File: src/core/ssp_map.svh
`ifndef SSP_MAP_SVH
`define SSP_MAP_SVH

// Data path and buffer shape
`define SSP_DATA_W 16
`define SSP_FIFO_DEPTH 8
`define SSP_FIFO_HALF 4

// Frame length field holds length minus one
`define SSP_WIDTH_M1_MIN 4'h3
`define SSP_WIDTH_M1_MAX 4'hf

// Rate generator field widths
`define SSP_PRE_W 8
`define SSP_DIV_W 8

// Interrupt source positions
`define SSP_INT_W 3
`define SSP_INT_TX_LOW 0
`define SSP_INT_RX_HIGH 1
`define SSP_INT_RX_OVR 2

`endif

File: src/core/ssp_pkg.sv
package ssp_pkg;

   typedef enum logic [1:0] {
      SSP_FMT_SPI = 2'h0,
      SSP_FMT_PULSE = 2'h1,
      SSP_FMT_CMD = 2'h2
   } ssp_fmt_t;

   // Gray sequence idle, start, transfer, done
   typedef enum logic [1:0] {
      SSP_ST_IDLE = 2'h0,
      SSP_ST_START = 2'h1,
      SSP_ST_XFER = 2'h3,
      SSP_ST_DONE = 2'h2
   } ssp_state_t;

endpackage : ssp_pkg

File: src/core/ssp_fifo.sv
`timescale 1ns/1ps
module ssp_fifo #(
   parameter int W = 16,
   parameter int DEPTH = 8,
   parameter int CW = $clog2(DEPTH) + 1
) (
   // Clock and reset
   input wire logic clk_i,
   input wire logic rst_b_i,
   // Fill side
   input wire logic wr_i,
   input wire logic [W-1:0] wr_data_i,
   // Drain side
   input wire logic rd_i,
   output logic [W-1:0] rd_data_o,
   // Status
   output logic [CW-1:0] count_o,
   output logic full_o,
   output logic empty_o
);
   localparam int AW = $clog2(DEPTH);

   logic [W-1:0] mem [DEPTH];
   logic [AW-1:0] wr_ptr_r;
   logic [AW-1:0] rd_ptr_r;
   logic [CW-1:0] count_r;

   // Requests on a full or empty buffer are dropped, never corrupt it
   wire do_wr = wr_i & ~full_o;
   wire do_rd = rd_i & ~empty_o;

   assign full_o = (count_r == CW'(DEPTH));
   assign empty_o = (count_r == '0);
   assign count_o = count_r;
   assign rd_data_o = mem[rd_ptr_r];

   always_ff @(posedge clk_i) begin
      if (do_wr) begin
         mem[wr_ptr_r] <= wr_data_i;
      end
   end

   always_ff @(posedge clk_i) begin
      if (!rst_b_i) begin
         wr_ptr_r <= '0;
         rd_ptr_r <= '0;
         count_r <= '0;
      end else begin
         if (do_wr) begin
            wr_ptr_r <= AW'(wr_ptr_r + 1'b1);
         end
         if (do_rd) begin
            rd_ptr_r <= AW'(rd_ptr_r + 1'b1);
         end
         if (do_wr && !do_rd) begin
            count_r <= CW'(count_r + 1'b1);
         end else if (do_rd && !do_wr) begin
            count_r <= CW'(count_r - 1'b1);
         end
      end
   end

endmodule : ssp_fifo

File: src/core/ssp_rate.sv
`timescale 1ns/1ps
module ssp_rate #(
   parameter int PW = 8,
   parameter int DW = 8
) (
   // Clock and reset
   input wire logic clk_i,
   input wire logic rst_b_i,
   // Control
   input wire logic run_i,
   input wire logic src_sel_i,
   input wire logic osc_tick_i,
   input wire logic [PW-1:0] prescale_i,
   input wire logic [DW-1:0] divider_i,
   // Half bit period pulse
   output logic tick_o
);
   logic [PW-1:0] pre_r;
   logic [DW-1:0] div_r;

   // The oscillator source arrives as a one-cycle enable pulse
   wire src_tick = src_sel_i ? osc_tick_i : 1'b1;
   wire [PW:0] pre_inc = {1'b0, pre_r} + {{PW{1'b0}}, 1'b1};
   // Prescale of zero behaves as one
   wire pre_done = src_tick & (pre_inc >= {1'b0, prescale_i});
   wire div_done = pre_done & (div_r >= divider_i);

   always_ff @(posedge clk_i) begin
      if (!rst_b_i || !run_i) begin
         pre_r <= '0;
         div_r <= '0;
         tick_o <= 1'b0;
      end else begin
         tick_o <= div_done;
         if (pre_done) begin
            pre_r <= '0;
         end else if (src_tick) begin
            pre_r <= pre_inc[PW-1:0];
         end
         if (div_done) begin
            div_r <= '0;
         end else if (pre_done) begin
            div_r <= DW'(div_r + 1'b1);
         end
      end
   end

endmodule : ssp_rate

File: src/core/ssp_core.sv
`timescale 1ns/1ps
`include "ssp_map.svh"
module ssp_core #(
   parameter int DW = `SSP_DATA_W,
   parameter int DEPTH = `SSP_FIFO_DEPTH,
   parameter int PW = `SSP_PRE_W,
   parameter int VW = `SSP_DIV_W
) (
   // Clock and reset
   input wire logic clk_i,
   input wire logic rst_b_i,
   // Configuration
   input wire logic enable_i,
   input wire logic master_i,
   input wire logic slave_output_off_mode_i,
   input wire logic [1:0] format_i,
   input wire logic [1:0] spi_mode_i,
   input wire logic [3:0] width_m1_i,
   input wire logic [PW-1:0] prescale_i,
   input wire logic [VW-1:0] divider_i,
   input wire logic baud_src_internal_osc_i,
   input wire logic precision_internal_osc_tick_i,
   // DMA and interrupt control
   input wire logic dma_tx_en_i,
   input wire logic dma_rx_en_i,
   input wire logic [`SSP_INT_W-1:0] int_mask_i,
   input wire logic [`SSP_INT_W-1:0] int_clr_i,
   // Transmit word port
   input wire logic tx_write_i,
   input wire logic [DW-1:0] tx_data_i,
   output logic tx_not_full_o,
   // Receive word port
   input wire logic rx_read_i,
   output logic [DW-1:0] rx_data_o,
   output logic rx_not_empty_o,
   // Status
   output logic busy_o,
   output logic baud_src_o,
   output logic [`SSP_INT_W-1:0] int_raw_o,
   output logic [`SSP_INT_W-1:0] int_masked_o,
   output logic dma_tx_req_o,
   output logic dma_rx_req_o,
   // Serial link
   input wire logic sclk_i,
   output logic sclk_o,
   output logic sclk_oe_b_o,
   input wire logic frm_i,
   output logic frm_o,
   output logic frm_oe_b_o,
   input wire logic sdi_i,
   output logic sdo_o,
   output logic sdo_oe_b_o
);
   localparam int CW = $clog2(DEPTH) + 1;

   ssp_pkg::ssp_state_t st_r;
   ssp_pkg::ssp_state_t st_nxt;
   logic [DW-1:0] tx_sh_r;
   logic [DW-1:0] rx_sh_r;
   logic [6:0] edge_cnt_r;
   logic sclk_r;
   logic sclk_d_r;
   logic frm_act_d_r;
   logic pend_r;
   logic ovr_r;
   logic tick;
   logic [DW-1:0] tx_head;
   logic [CW-1:0] tx_count;
   logic [CW-1:0] rx_count;
   logic tx_full;
   logic tx_empty;
   logic rx_full;
   logic rx_empty;
   logic [DW-1:0] rx_head;

   // Format decode
   wire fmt_pulse = (format_i == ssp_pkg::SSP_FMT_PULSE);
   wire fmt_cmd = (format_i == ssp_pkg::SSP_FMT_CMD);
   wire fmt_spi = ~fmt_pulse & ~fmt_cmd;
   wire idle_lvl = fmt_spi & spi_mode_i[1];
   wire samp_lead = fmt_spi ? ~spi_mode_i[0] : fmt_cmd;

   // Frame length; lengths below the minimum are raised to it
   wire [3:0] wm1 = (width_m1_i < `SSP_WIDTH_M1_MIN) ?
                    `SSP_WIDTH_M1_MIN : width_m1_i;
   wire [DW-1:0] wmask = {DW{1'b1}} >> (`SSP_WIDTH_M1_MAX - wm1);
   wire [4:0] nbits = {1'b0, wm1} + 5'h01;
   // Command-response frames carry the command then the reply
   wire [6:0] tx_edges = {1'b0, nbits, 1'b0};
   wire [6:0] total_edges = fmt_cmd ? {nbits, 2'b00} : tx_edges;
   wire first_half = ~fmt_cmd | (edge_cnt_r < tx_edges);
   wire tx_phase = fmt_cmd ? (master_i ? first_half : ~first_half) : 1'b1;

   // Slave frame detection
   wire frm_act = fmt_pulse ? frm_i : ~frm_i;
   wire s_start = ~master_i & frm_act & ~frm_act_d_r;
   wire s_abort = ~master_i & ~fmt_pulse & ~frm_act;
   wire in_idle = (st_r == ssp_pkg::SSP_ST_IDLE);
   wire in_xfer = (st_r == ssp_pkg::SSP_ST_XFER);

   // Frame load and the word it pulls from the transmit buffer
   wire load = in_idle & enable_i &
               (master_i ? ~tx_empty : (s_start | pend_r));
   wire tx_pop = load & ~tx_empty;

   // Clock edges: own divider in master, sampled pin in slave
   wire m_edge = master_i & in_xfer & tick;
   wire s_edge = ~master_i & in_xfer & (sclk_i != sclk_d_r);
   wire edge_ev = m_edge | s_edge;
   wire cur_lvl = master_i ? sclk_r : sclk_d_r;
   wire lead = (cur_lvl == idle_lvl);
   wire samp = edge_ev & (lead == samp_lead);
   wire shft = edge_ev & ~samp & (edge_cnt_r != 7'h00) & tx_phase;
   wire last = edge_ev & (edge_cnt_r == total_edges - 7'h01);
   wire [DW-1:0] rx_next = samp ? {rx_sh_r[DW-2:0], sdi_i} : rx_sh_r;
   wire rx_push = last;
   wire tx_bit = tx_sh_r[wm1];

   // Data pin drive; output-off slaves never drive
   wire drive = enable_i & tx_phase &
                (master_i ? ~in_idle :
                 (in_xfer & ~slave_output_off_mode_i));

   // Master frame signal: select low for a whole frame, or pulse
   wire frm_m = fmt_pulse ? (st_r == ssp_pkg::SSP_ST_START) :
                in_idle;

   // Interrupt sources
   wire tx_low = (tx_count <= CW'(`SSP_FIFO_HALF));
   wire rx_high = (rx_count >= CW'(`SSP_FIFO_HALF));
   // A new overrun in the clearing cycle keeps the flag set
   wire ovr_nxt = (ovr_r & ~int_clr_i[`SSP_INT_RX_OVR]) |
                  (rx_push & rx_full);
   wire [`SSP_INT_W-1:0] raw_nxt = {ovr_nxt, rx_high, tx_low};
   wire busy_nxt = ~tx_empty | ~in_idle;

   always_comb begin
      st_nxt = st_r;
      case (st_r)
         ssp_pkg::SSP_ST_IDLE: begin
            if (load) begin
               st_nxt = master_i ? ssp_pkg::SSP_ST_START :
                        ssp_pkg::SSP_ST_XFER;
            end
         end
         ssp_pkg::SSP_ST_START: begin
            if (tick) begin
               st_nxt = ssp_pkg::SSP_ST_XFER;
            end
         end
         ssp_pkg::SSP_ST_XFER: begin
            if (last) begin
               st_nxt = master_i ? ssp_pkg::SSP_ST_DONE :
                        ssp_pkg::SSP_ST_IDLE;
            end else if (s_abort) begin
               st_nxt = ssp_pkg::SSP_ST_IDLE;
            end
         end
         ssp_pkg::SSP_ST_DONE: begin
            if (tick) begin
               st_nxt = ssp_pkg::SSP_ST_IDLE;
            end
         end
         default: begin
            st_nxt = ssp_pkg::SSP_ST_IDLE;
         end
      endcase
      if (!enable_i) begin
         st_nxt = ssp_pkg::SSP_ST_IDLE;
      end
   end

   always_ff @(posedge clk_i) begin
      if (!rst_b_i) begin
         st_r <= ssp_pkg::SSP_ST_IDLE;
         edge_cnt_r <= 7'h00;
      end else begin
         st_r <= st_nxt;
         if (load) begin
            edge_cnt_r <= 7'h00;
         end else if (edge_ev) begin
            edge_cnt_r <= edge_cnt_r + 7'h01;
         end
      end
   end

   // Shift registers; an empty slave buffer sends zeros
   always_ff @(posedge clk_i) begin
      if (!rst_b_i) begin
         tx_sh_r <= '0;
         rx_sh_r <= '0;
      end else begin
         if (load) begin
            tx_sh_r <= tx_empty ? '0 : (tx_head & wmask);
         end else if (shft) begin
            tx_sh_r <= {tx_sh_r[DW-2:0], 1'b0};
         end
         rx_sh_r <= load ? '0 : rx_next;
      end
   end

   // Pin sampling; pins are synchronous so one stage is enough
   always_ff @(posedge clk_i) begin
      if (!rst_b_i) begin
         sclk_d_r <= 1'b0;
         frm_act_d_r <= 1'b0;
         pend_r <= 1'b0;
      end else begin
         sclk_d_r <= sclk_i;
         frm_act_d_r <= frm_act;
         // Back-to-back pulse frames announce during the last bit
         pend_r <= enable_i & ~load & (pend_r | (s_start & ~in_idle));
      end
   end

   // Master clock toggles once per half-bit tick
   always_ff @(posedge clk_i) begin
      if (!rst_b_i) begin
         sclk_r <= 1'b0;
      end else if (!in_xfer || !master_i) begin
         sclk_r <= idle_lvl;
      end else if (m_edge) begin
         sclk_r <= ~sclk_r;
      end
   end

   always_ff @(posedge clk_i) begin
      if (!rst_b_i) begin
         sclk_o <= 1'b0;
         sclk_oe_b_o <= 1'b1;
         frm_o <= 1'b1;
         frm_oe_b_o <= 1'b1;
         sdo_o <= 1'b0;
         sdo_oe_b_o <= 1'b1;
      end else begin
         sclk_o <= sclk_r;
         sclk_oe_b_o <= ~master_i;
         frm_o <= frm_m;
         frm_oe_b_o <= ~master_i;
         sdo_o <= tx_bit;
         sdo_oe_b_o <= ~drive;
      end
   end

   always_ff @(posedge clk_i) begin
      if (!rst_b_i) begin
         ovr_r <= 1'b0;
         int_raw_o <= '0;
         int_masked_o <= '0;
      end else begin
         ovr_r <= ovr_nxt;
         int_raw_o <= raw_nxt;
         int_masked_o <= raw_nxt & int_mask_i;
      end
   end

   // Status is registered, so polled flags lag the buffers by a cycle
   always_ff @(posedge clk_i) begin
      if (!rst_b_i) begin
         busy_o <= 1'b0;
         baud_src_o <= 1'b0;
         tx_not_full_o <= 1'b0;
         rx_not_empty_o <= 1'b0;
         rx_data_o <= '0;
         dma_tx_req_o <= 1'b0;
         dma_rx_req_o <= 1'b0;
      end else begin
         busy_o <= busy_nxt;
         baud_src_o <= baud_src_internal_osc_i;
         tx_not_full_o <= ~tx_full;
         rx_not_empty_o <= ~rx_empty;
         rx_data_o <= rx_empty ? '0 : rx_head;
         dma_tx_req_o <= dma_tx_en_i & ~tx_full;
         dma_rx_req_o <= dma_rx_en_i & ~rx_empty;
      end
   end

   // Half-bit ticks; the counts are held at zero whenever no master frame is running
   ssp_rate #(
      .PW(PW),
      .DW(VW)
   ) u_rate (
      .clk_i(clk_i),
      .rst_b_i(rst_b_i),
      .run_i(master_i & ~in_idle),
      .src_sel_i(baud_src_internal_osc_i),
      .osc_tick_i(precision_internal_osc_tick_i),
      .prescale_i(prescale_i),
      .divider_i(divider_i),
      .tick_o(tick)
   );

   ssp_fifo #(
      .W(DW),
      .DEPTH(DEPTH),
      .CW(CW)
   ) u_tx_fifo (
      .clk_i(clk_i),
      .rst_b_i(rst_b_i),
      .wr_i(tx_write_i),
      .wr_data_i(tx_data_i & wmask),
      .rd_i(tx_pop),
      .rd_data_o(tx_head),
      .count_o(tx_count),
      .full_o(tx_full),
      .empty_o(tx_empty)
   );

   ssp_fifo #(
      .W(DW),
      .DEPTH(DEPTH),
      .CW(CW)
   ) u_rx_fifo (
      .clk_i(clk_i),
      .rst_b_i(rst_b_i),
      .wr_i(rx_push),
      .wr_data_i(rx_next & wmask),
      .rd_i(rx_read_i),
      .rd_data_o(rx_head),
      .count_o(rx_count),
      .full_o(rx_full),
      .empty_o(rx_empty)
   );

endmodule : ssp_core

File: config.mk
export PLATFORM = sky130hd
export DESIGN_NAME = ssp_core
export DESIGN_NICKNAME = d
export VERILOG_FILES = /design/src/core/ssp_pkg.sv /design/src/core/ssp_fifo.sv /design/src/core/ssp_rate.sv /design/src/core/ssp_core.sv
export VERILOG_INCLUDE_DIRS = /design/src /design/src/core
export SDC_FILE = /design/constraint.sdc
export NUM_CORES = 1
export LEC_CHECK = 0
export BUFFER_PORTS_ARGS = -buffer_cell sky130_fd_sc_hd__clkbuf_2
export CAP_MARGIN = 5
export CORE_MARGIN = 2
export CORE_UTILIZATION = 50
export CTS_CLUSTER_DIAMETER = 40
export CTS_CLUSTER_SIZE = 28
export DETAILED_ROUTE_END_ITERATION = 8
export GPL_TIMING_DRIVEN = 0
export PLACE_DENSITY = 0.64
export SETUP_SLACK_MARGIN = 0.5
export SLEW_MARGIN = 40
export SYNTH_ARGS = -nofsm -noshare
export SYNTH_HDL_FRONTEND = slang
export SYNTH_SLANG_ARGS = --single-unit
File: constraint.sdc
create_clock -name clk_i -period 7.95 [get_ports clk_i]
set_input_delay 1.59 -clock clk_i [delete_from_list [all_inputs] [get_ports clk_i]]
set_output_delay 1.59 -clock clk_i [all_outputs]
set_load 0.005 [all_outputs]
=== Yosys cells after proc, flatten, opt, wreduce, memory -nomap -nowiden ===
Memories as Yosys holds them, arrays and structs flattened. A register that Yosys moved wholly into a read port is not among the register bits.
Index checks and enable logic that the tools add are counted.

* Bits in registers: 100
* Output and inout bits: 34
* Memories kept: 2
* Input port bits: 60
* Word-level logic and storage cells: 200
* Bits in writable memories: 256

{| class="wikitable"
|+ Memories
! name !! depth !! bits a word !! rd ports !! clocked after Yosys merged registers in !! write ports !! RTL line !! source
|-
| u_rx_fifo.mem || 8 || 16 || 1 || 1 || 1 || ssp_fifo.sv:23 || <nowiki>logic [W-1:0] mem [DEPTH];</nowiki>
|-
| u_tx_fifo.mem || 8 || 16 || 1 || 1 || 1 || ssp_fifo.sv:23 ||
|}

* Bitwise operators: 65
* Eq/ne operators: 15
* Mux-type cells: 37
* Shifts and indexed selects: 1
* $add $sub $neg: 14
* $lt $le $gt $ge: 7
* Reductions and logical operators: 28

{| class="wikitable"
|+ Operator list
! kind !! number
|-
| two-way mux 16 bit || 4
|-
| AND 16 bit || 3
|-
| AND 1 bit || 35
|-
| two-way mux 4 bit || 5
|-
| NOT 1 bit || 20
|-
| two-way mux 1 bit || 16
|-
| >> shifter 16 x 4 -> 16 bit (first input constant) || 1
|-
| two-way mux 2 bit || 7
|-
| adder 3 x 1 -> 3 bit (second input constant) || 4
|-
| adder 8 x 1 -> 9 bit (second input constant) || 1
|-
| >= comparator 9 x 8 -> 1 bit || 1
|-
| adder 4 x 1 -> 4 bit (second input constant) || 2
|-
| adder 8 x 1 -> 8 bit (second input constant) || 1
|-
| equality test 4 bit (second input constant) || 2
|-
| >= comparator 8 bit || 1
|-
| logical NOT 1 bit || 8
|-
| logical NOT 4 bit || 2
|-
| one-hot mux 2 bit (4 select lines) || 1
|-
| nonzero test 2 bit || 4
|-
| OR reduction 2 bit || 4
|-
| subtractor 4 x 1 -> 4 bit (second input constant) || 2
|-
| adder 7 x 1 -> 7 bit (second input constant) || 1
|-
| equality test 7 bit || 1
|-
| < comparator 7 x 6 -> 1 bit || 1
|-
| other kinds (24) || 40
|}

=== Depth between registers and ports, before layout ===
Gate-level depths: netlist (run 1).

* Word-level depth: 13
* Gate-level depth with buffers: 22
* Depth with buffers taken out: 20

=== Cells and area by module ===
From an unflattened synthesis (run 1), not the netlist that was laid out.

* Cell total of the unflattened synthesis: 1152
* Area, all modules: 16573.4 sq um

{| class="wikitable"
|+ Modules (own cells, without submodules)
! module !! instances !! area an instance (sq um) !! sequential area each (sq um) !! cells each
|-
| ssp_fifo || 2 || 5605.4 || 4103.9 || 258
|-
| ssp_core || 1 || 4101.4 || 1561.5 || 492
|-
| ssp_rate || 1 || 1261.2 || 340.3 || 144
|}

=== Worst setup path before layout (run 1) ===
Ideal clock, no wire load.

* Kind: input port to flip-flop
* Start: input width_m1_i[3]
* End: memory u_rx_fifo.mem[2][0] (enable)
* Data arrival time: 5522 ps
* Stages: 14
* Setup time: 436 ps
* Slack: 1992 ps
* Data required time: 7514 ps
* Buffers on the path: 2
* Path through: buf_6 -> nor2_2 -> or2_2 -> ha_1 -> inv_1 -> ha_1 -> nor2b_1 -> a21oi_1 -> o21ai_2 -> mux2i_1 -> nor4_4 -> nand4_2 -> buf_6 -> nor4b_1

* Word-level cells in the longest chain between the ends: 10

{| class="wikitable"
|+ Ends and longest elaborated chain
! what !! RTL line !! source
|-
| start, declared || ssp_core.sv:18 || <nowiki>input wire logic [3:0] width_m1_i,</nowiki>
|-
| < comparator 4 x 2 -> 1 bit (no source line) || n/a ||
|-
| two-way mux 4 bit (*) || ssp_core.sv:84 || <nowiki>wire [3:0] wm1 = (width_m1_i < `SSP_WIDTH_M1_MIN) ?</nowiki>
|-
| adder 4 x 1 -> 5 bit (*) || ssp_core.sv:87 || <nowiki>wire [4:0] nbits = {1'b0, wm1} + 5'h01;</nowiki>
|-
| two-way mux 7 bit (*) || ssp_core.sv:90 || <nowiki>wire [6:0] total_edges = fmt_cmd ? {nbits, 2'b00} : tx_edges;</nowiki>
|-
| subtractor 7 x 1 -> 7 bit (*) || ssp_core.sv:114 || <nowiki>wire last = edge_ev & (edge_cnt_r == total_edges - 7'h01);</nowiki>
|-
| equality test 7 bit (*) || ssp_core.sv:114 ||
|-
| AND 1 bit (*) || ssp_core.sv:114 ||
|-
| AND 1 bit (*) || ssp_fifo.sv:29 || <nowiki>wire do_wr = wr_i & ~full_o;</nowiki>
|-
| two-way mux 1 bit (*) || ssp_fifo.sv:38 || <nowiki>if (do_wr) begin</nowiki>
|-
| two-way mux 1 bit (implied by the code) (*) || ssp_fifo.sv:39 || <nowiki>mem[wr_ptr_r] <= wr_data_i;</nowiki>
|-
| end, declared || ssp_fifo.sv:23 ||
|}

Mark *: on every way between the ends. The rest lies on a longest branch, timed or not.

=== Final worst setup path (run 1) ===
* Start: input width_m1_i[3]
* End: register u_rx_fifo.count_r[3], in the netlist u_rx_fifo.count_o[3]

* Word-level cells in the longest chain between the ends: 11
* Elaborated cells between the ends (all ways): 13
* Classes of those cells: 2 x add/sub; 1 x order compare; 1 x eq/ne; 3 x mux; 2 x bitwise; 4 x reduce/logical

{| class="wikitable"
|+ Ends and longest elaborated chain
! what !! RTL line !! source
|-
| < comparator 4 x 2 -> 1 bit (no source line) || n/a ||
|-
| two-way mux 4 bit (*) || ssp_core.sv:84 ||
|-
| adder 4 x 1 -> 5 bit (*) || ssp_core.sv:87 ||
|-
| two-way mux 7 bit (*) || ssp_core.sv:90 ||
|-
| subtractor 7 x 1 -> 7 bit (*) || ssp_core.sv:114 ||
|-
| equality test 7 bit (*) || ssp_core.sv:114 ||
|-
| AND 1 bit (*) || ssp_core.sv:114 ||
|-
| AND 1 bit (*) || ssp_fifo.sv:29 ||
|-
| via u_rx_fifo.do_wr || ssp_fifo.sv:29 ||
|-
| logical NOT 1 bit || ssp_fifo.sv:57 || <nowiki>end else if (do_rd && !do_wr) begin</nowiki>
|-
| logical AND 1 bit || ssp_fifo.sv:57 ||
|-
| nonzero test 2 bit (no source line) || n/a ||
|-
| end signal, assigned || ssp_fifo.sv:56 || <nowiki>count_r <= CW'(count_r + 1'b1);</nowiki>
|-
| end signal, assigned || ssp_fifo.sv:58 || <nowiki>count_r <= CW'(count_r - 1'b1);</nowiki>
|-
| end, declared || ssp_fifo.sv:26 || <nowiki>logic [CW-1:0] count_r;</nowiki>
|}

Mark *: on every way through the listed nets, which the timed path passes. The rest lies on a longest branch.
A chain may end at the register's enable or synchronous reset.

==> flow_summary.toml, run 1 <==
[status]
outcome = "finished clean"

[drt]
via_per_inst = 5.59
drt_iter0_drc = 617
firstDrtPassIters = 5
drc = 0
wl_per_cell_microns = 19.8
vias = 9662
wl_mm = 34.2
postRouteAntennaNets = 0

[cts]
cts_tree = "built"
htree_levels = 2
clock-root-buffer = "clkbuf_16"
postCtsSetupRepairBufs = 0
clock_sinks = 374
post_cts_resized = 0
path_clk_slew_ns = 0.05
cts_buffers = 49
cts_hold_buf = 0
clkLatencyLatePin_ns = 0.56
clockBufferDepth = 3

[critical_path]
r2r-start = "st_r[1]"
required_ns = 8.42
end_kind = "register"
r2r-end = "u_rx_fifo.count_o[3]"
crit_fanout = 10
crit_arrival_ns = 6.03
critPathKind = "in -> reg"
worstSetupStartpointType = "primary input"
critPathLaunch = "width_m1_i[3]"
reg2reg_depth = 16
r2r_slack_ns = 4.59

[logic_synthesis]
ys_seq_area_frac = 0.634
ys_ff_latch = 374
syn-mean-instance-area_sq_um = 14.4
synthFlopType = "edfxtp_1"
synth_nets = 1203
synth_warnings = 0
synthArstFlopShare = 0
synth.top_cell.area_share = 0.485
netlist_instances = 1103
synth_edf_count = 256
ys_top_cells_by_area = "edfxtp_1, dfxtp_1, mux4_2"
yosysUniqueCellTypes = 74
yosys.area.top_type = "edfxtp_1"
synth_area_sq_mm = 0.0158

[placed_design]
hpwlAfterDp_mm = 24.0
io_buffers = 87
gp_congestion = 0.845

[sta]
maxSlewHeadroom = 0.460
setup_viol = 0
fin_worst_skew_ns = 0.0344
slew_viol_final = 0
fmax_mhz = 180
worst_hold_slack_ns = 0.461
post-route-period-util = 0.700
hold_violations = 0
tightest_slew_ns = 0.803
rsz0062_at_grt = "no"
setup_tns_ns = 0
min_period_ns = 5.56

[power]
p_clk_frac = 0.422
combPwrFrac = 0.157
switching_share = 0.272
leakagePower_nw = 6.65
ir_worst_vdd_mv = 0.230
seqPwrFrac = 0.421
switchingPower_w = 0.00145
internal_power_w = 0.00387
cellPowerDensity_mw_per_mm2 = 281

[final_layout]
layout_common_cells = "edfxtp_1, dfxtp_1, nor2_1"
syn2layout_area_growth_pct = 19.6
layout_commonest_cell = "edfxtp_1"
layout.nets = 1384
insertedDiodeCount = 0
drive_gt1_frac = 0.269

[floorplan]
die_h_microns = 182
start_util = 0.505
dieArea_sq_mm = 0.0331
row_count = 65
num_io_pins = 94
die_w_microns = 182
fp.coreArea_sq_mm = 0.0314

[global_routing]
grt_max_degree = 17
grt-ovfl-total = 0
antenna_found_initial = 1
grt_pass1_vias = 9719
grt_first_pass_wirelength_mm = 54.1
grt_use_total = 0.212

[worst_hold_path]
min_from = "tx_sh_r[1]"
min_path_cells = 2
whs_endpoint = "tx_sh_r[1]"
hold_class = "reg -> reg"

[run]
cap_violations = 0
==> Yosys cell counts, types with 3 or more instances <==
library cell / instances
nand4_1: 4
buf_2: 12
ha_1: 38
xnor2_1: 22
nand2_1: 45
a21oi_1: 36
a221oi_1: 4
nand3_1: 28
nor4_1: 4
a32o_1: 5
or2_2: 3
clkbuf_1: 30
o21ai_0: 21
nand2b_1: 8
inv_1: 41
mux4_2: 65
a211oi_1: 7
mux2i_1: 53
o31ai_1: 13
edfxtp_1: 256
and3_1: 10
nor2b_1: 13
a21o_1: 7
o21a_1: 5
a32oi_1: 5
dfxtp_1: 118
buf_4: 5
buf_1: 8
or3_1: 4
and2_1: 14
buf_6: 3
nor3b_1: 7
mux2_2: 10
xor2_1: 21
nor3_1: 24
nor2_1: 102
==> flip-flops by register name, summed over array words and instances, names as in the netlist, 2 cells and up, named ones only <==
name,cells
rx_data_o,16
int_raw_o,3
u_tx_fifo.wr_ptr_r,3
u_tx_fifo.count_o,4
u_rx_fifo.mem,128
u_rx_fifo.rd_ptr_r,3
int_masked_o,3
u_rx_fifo.count_o,4
tx_sh_r,16
edge_cnt_r,7
rx_sh_r,16
u_tx_fifo.rd_ptr_r,3
st_r,2
u_rate.div_r,8
u_rate.pre_r,8
u_tx_fifo.mem,128
u_rx_fifo.wr_ptr_r,3
==> stage by stage <==
stage          worst slack, ns  area (sq um)   util  instances  power (W)
6_report                  2.39         18900  0.603       1727    0.00532
3_3_place_gp            -0.331         16800  0.534       1592    0.00310
5_1_grt                   1.99         18900  0.603       1727    0.00555
2_1_floorplan             1.99         15800      -       1103    0.00287
4_1_cts                   2.43         18900  0.603       1727    0.00538
3_5_place_dp              1.86         17200  0.549       1635    0.00313
==> worst max-delay path by stage <==
stage	to	slack, ns
after global placement	u_rx_fifo.mem[1][12]	-0.33
final	u_rx_fifo.count_o[3]	2.39
after global routing	u_rx_fifo.count_o[3]	1.99
after detailed placement	u_rx_fifo.count_o[3]	1.86
after floorplan	u_rx_fifo.mem[2][0]	1.99
after CTS	u_rx_fifo.count_o[3]	2.43
==> cell type report <==
| type | instances | area, sq um |
|---|---|---|
| clock buffers | 53 | 1290 |
| fillers | 2463 | 12500 |
| plain buffers | 58 | 278 |
| multi-input cells | 627 | 5460 |
| inverters | 44 | 168 |
| well taps | 402 | 503 |
| flip-flops and latches | 374 | 10000 |
| clock inverters | 39 | 413 |
| repair buffers | 130 | 773 |
==> routing by layer <==
metal  GRT usage  up-vias  share of wire  wire length, microns
met2       0.359      283           0.49                 16700
met1       0.288     4780           0.43                 14800
met5           0        -              0                     0
li1            -     4539              -                     -
met4      0.0555        0          0.021                   718
met3      0.0343       60          0.057                  1940
==> kinds of logic after synthesis <==
group	synth area share
buf+inv	0.0279
simple gates	0.0907
xor+xnor	0.0238
mux	0.136
flops	0.634
fa+ha+maj	0.0332
compound gates	0.0544
==> critical path: stages <==
cell and delay, ns:
clkbuf_2 0.13, buf_6 0.15, nor2_2 0.45, or2_2 0.22, ha_1 0.29, inv_1 0.07, ha_1 0.32, nor2b_1 0.27
a21oi_1 0.09, o21ai_2 0.13, mux2i_1 0.11, nor4_4 0.37, nand4_2 0.16, buf_6 0.17, inv_1 0.06, ha_1 0.18
inv_1 0.10, ha_1 0.28, a21o_1 0.17, a21oi_1 0.17, xnor2_1 0.10, or3_1 0.30, a21oi_1 0.14
==> power groups by stage <==
| stage | Sequential (W) | Clock, W | Combinational [W] |
|---|---|---|---|
| after floorplan | 0.00227 | 0 | 0.000599 |
| after global placement | 0.00228 | 0 | 0.000822 |
| after detailed placement | 0.00228 | 0 | 0.000848 |
| after CTS | 0.00224 | 0.00229 | 0.000852 |
| after global routing | 0.00225 | 0.00237 | 0.000927 |
| final | 0.00224 | 0.00224 | 0.000836 |
No activity file was read; power rests on OpenSTA's default activity.
==> run 2: changes to the inputs <==
==> constraint.sdc (replaced) <==
create_clock -name clk_i -period 5.75 [get_ports clk_i]
set_input_delay 1.15 -clock clk_i [delete_from_list [all_inputs] [get_ports clk_i]]
set_output_delay 1.15 -clock clk_i [all_outputs]
set_load 0.005 [all_outputs]
==> run 2 against run 1 <==
Critical path depth is the same. Worst hold slack lost 0.00061 ns. Highest routed layer unchanged. Flip-flop and latch count is the same. Cell count shrank 1.0%. Global-route usage shrank 0.15 points. Combinational power grew 39%. Clock power grew 26%. Die area is the same. Clock-buffer cell count is the same. Total power grew 33%.
==> flow_summary.toml, run 2 (synthesis results as in run 1) <==
[status]
outcome = "finished clean"

[sta]
fin_worst_skew_ns = 0.0251
rsz0062_at_grt = "no"
tightest_slew_ns = 0.814
slew_viol_final = 0
setup_tns_ns = 0
min_period_ns = 4.88
fmax_mhz = 205
hold_violations = 0
setup_viol = 0
maxSlewHeadroom = 0.458
post-route-period-util = 0.848

[drt]
firstDrtPassIters = 5
drt_iter0_drc = 588
drc = 0
vias = 9490
wl_per_cell_microns = 20.0
postRouteAntennaNets = 0
via_per_inst = 5.55
wl_mm = 34.2

[critical_path]
crit_fanout = 10
critPathBufInv = 6
cpMostUsedCell = "ha_1"
worstSetupStartpointType = "primary input"
critPathMaxStageDelay_ns = 0.37
r2r-start = "st_r[1]"
critPathLaunch = "width_m1_i[3]"
end_kind = "register"
path_cells = "clkbuf_2 > buf_6 > nor2_4 > or2_2 > ha_1 > inv_1 > ha_1 > nor2b_1 > a21oi_1 > o21ai_2 > mux2i_1 > nor4_4 > nand4_2 > buf_6 > inv_1 > ha_1 > inv_1 > ha_1 > a21o_1 > a21oi_1 > xnor2_1 > or3_1 > a21oi_1"
critPathTopFamily = "simple AND/OR/NAND/NOR gates"
reg2reg_depth = 16
r2r_slack_ns = 2.42
slowest_stage = "nor4_4"
cp-endpoint = "u_rx_fifo.count_o[3]"
crit_arrival_ns = 5.35
critPathKind = "in -> reg"
r2r-end = "u_rx_fifo.count_o[3]"
path_depth = 23
required_ns = 6.22

[global_routing]
antenna_found_initial = 0
grt_max_degree = 17
grt-ovfl-total = 0
grt_pass1_vias = 9600
grt_first_pass_wirelength_mm = 53.8
grt_use_total = 0.211

[floorplan]
die_h_microns = 182
dieArea_sq_mm = 0.0331
fp.coreArea_sq_mm = 0.0314
num_io_pins = 94
row_count = 65
die_w_microns = 182
start_util = 0.505

[final_layout]
reg_top3 = "u_rx_fifo.mem x128, u_tx_fifo.mem x128"
layout_commonest_cell = "edfxtp_1"
syn2layout_area_growth_pct = 18.4
layout_common_cells = "edfxtp_1, dfxtp_1, nor2_1"
insertedDiodeCount = 0
final_util = 0.597
postLayoutCellArea_sq_mm = 0.0188
drive_gt1_frac = 0.255
layout.nets = 1371

[power]
seqPwrFrac = 0.437
total_power_w = 0.00708
combPwrFrac = 0.164
internal_power_w = 0.00520
ir_worst_vdd_mv = 0.289
cellPowerDensity_mw_per_mm2 = 377
switchingPower_w = 0.00188
leakagePower_nw = 6.50
switching_share = 0.266
p_clk_frac = 0.398

[cts]
cts_hold_buf = 0
cts_buffers = 44
clockBufferDepth = 3
clkLatencyLatePin_ns = 0.56
path_clk_slew_ns = 0.06
clock-root-buffer = "clkbuf_16"
cts_tree = "built"
htree_levels = 2
clock_sinks = 374

[worst_hold_path]
hold_class = "reg -> reg"

[placed_design]
io_buffers = 87
hpwlAfterDp_mm = 24.3
gp_congestion = 0.835
placed_cell_area_sq_mm = 0.0172

[run]
cap_violations = 0
## run 2: power by group through the flow
stage	Combinational (W)	Clock [W]	Sequential [W]
2_1_floorplan	0.000828	0	0.00314
3_3_place_gp	0.00113	0	0.00315
3_5_place_dp	0.00118	0	0.00315
4_1_cts	0.00119	0.00287	0.00310
5_1_grt	0.00129	0.00298	0.00311
6_report	0.00116	0.00282	0.00310
## run 2: through the flow
step                      setup slack [ns]  std cells  hold slack, ns
after global placement               -1.19       1592           0.442
after floorplan                      0.663       1103           0.429
after CTS                            0.692       1709           0.459
after detailed placement             0.139       1627           0.449
after global routing                 0.588       1709           0.478
final                                0.874       1709           0.460
## run 2: worst reg2reg max path: stages, from the launching register on
cell     delay [ns]
dfxtp_1        0.29
buf_2          0.18
nand2_1        0.13
nor2_2         0.30
nand4_1        0.20
nor4_4         0.31
nand4_2        0.16
buf_6          0.18
inv_1          0.06
ha_1           0.17
inv_1          0.10
ha_1           0.28
a21o_1         0.17
a21oi_1        0.17
xnor2_1        0.09
or3_1          0.31
a21oi_1        0.14
## run 2: worst min-delay path by stage
stage,startpoint,to,slack [ns],cells past startpoint
floorplan,tx_sh_r[15],tx_sh_r[15],0.43,2
global placement,tx_sh_r[15],tx_sh_r[15],0.44,2
detailed placement,tx_sh_r[15],tx_sh_r[15],0.45,2
CTS,tx_sh_r[15],tx_sh_r[15],0.46,2
global route,tx_sh_r[15],tx_sh_r[15],0.48,2
finish,tx_sh_r[15],tx_sh_r[15],0.46,2
## run 2: repair_timing
action	in CTS	in global routing
setup endpoints to repair	0	1
setup buffers	0	0
resized for setup	0	1
## run 2: area by class of cell
class | count | area (sq um)
plain buffers | 58 | 278
clock buffers | 53 | 1160
clock inverters | 29 | 354
fillers | 2458 | 12600
inverters | 44 | 168
multi-input cells | 627 | 5500
flip-flops and latches | 374 | 10000
well taps | 402 | 503
repair buffers | 122 | 742
## run 2: metal layers
layer	GRT usage	wire, microns	vias to the layer above
met4	0.0616	801	0
met2	0.357	16800	255
li1	-	-	4509
met5	0	0	-
met1	0.284	14800	4674
met3	0.0327	1810	52
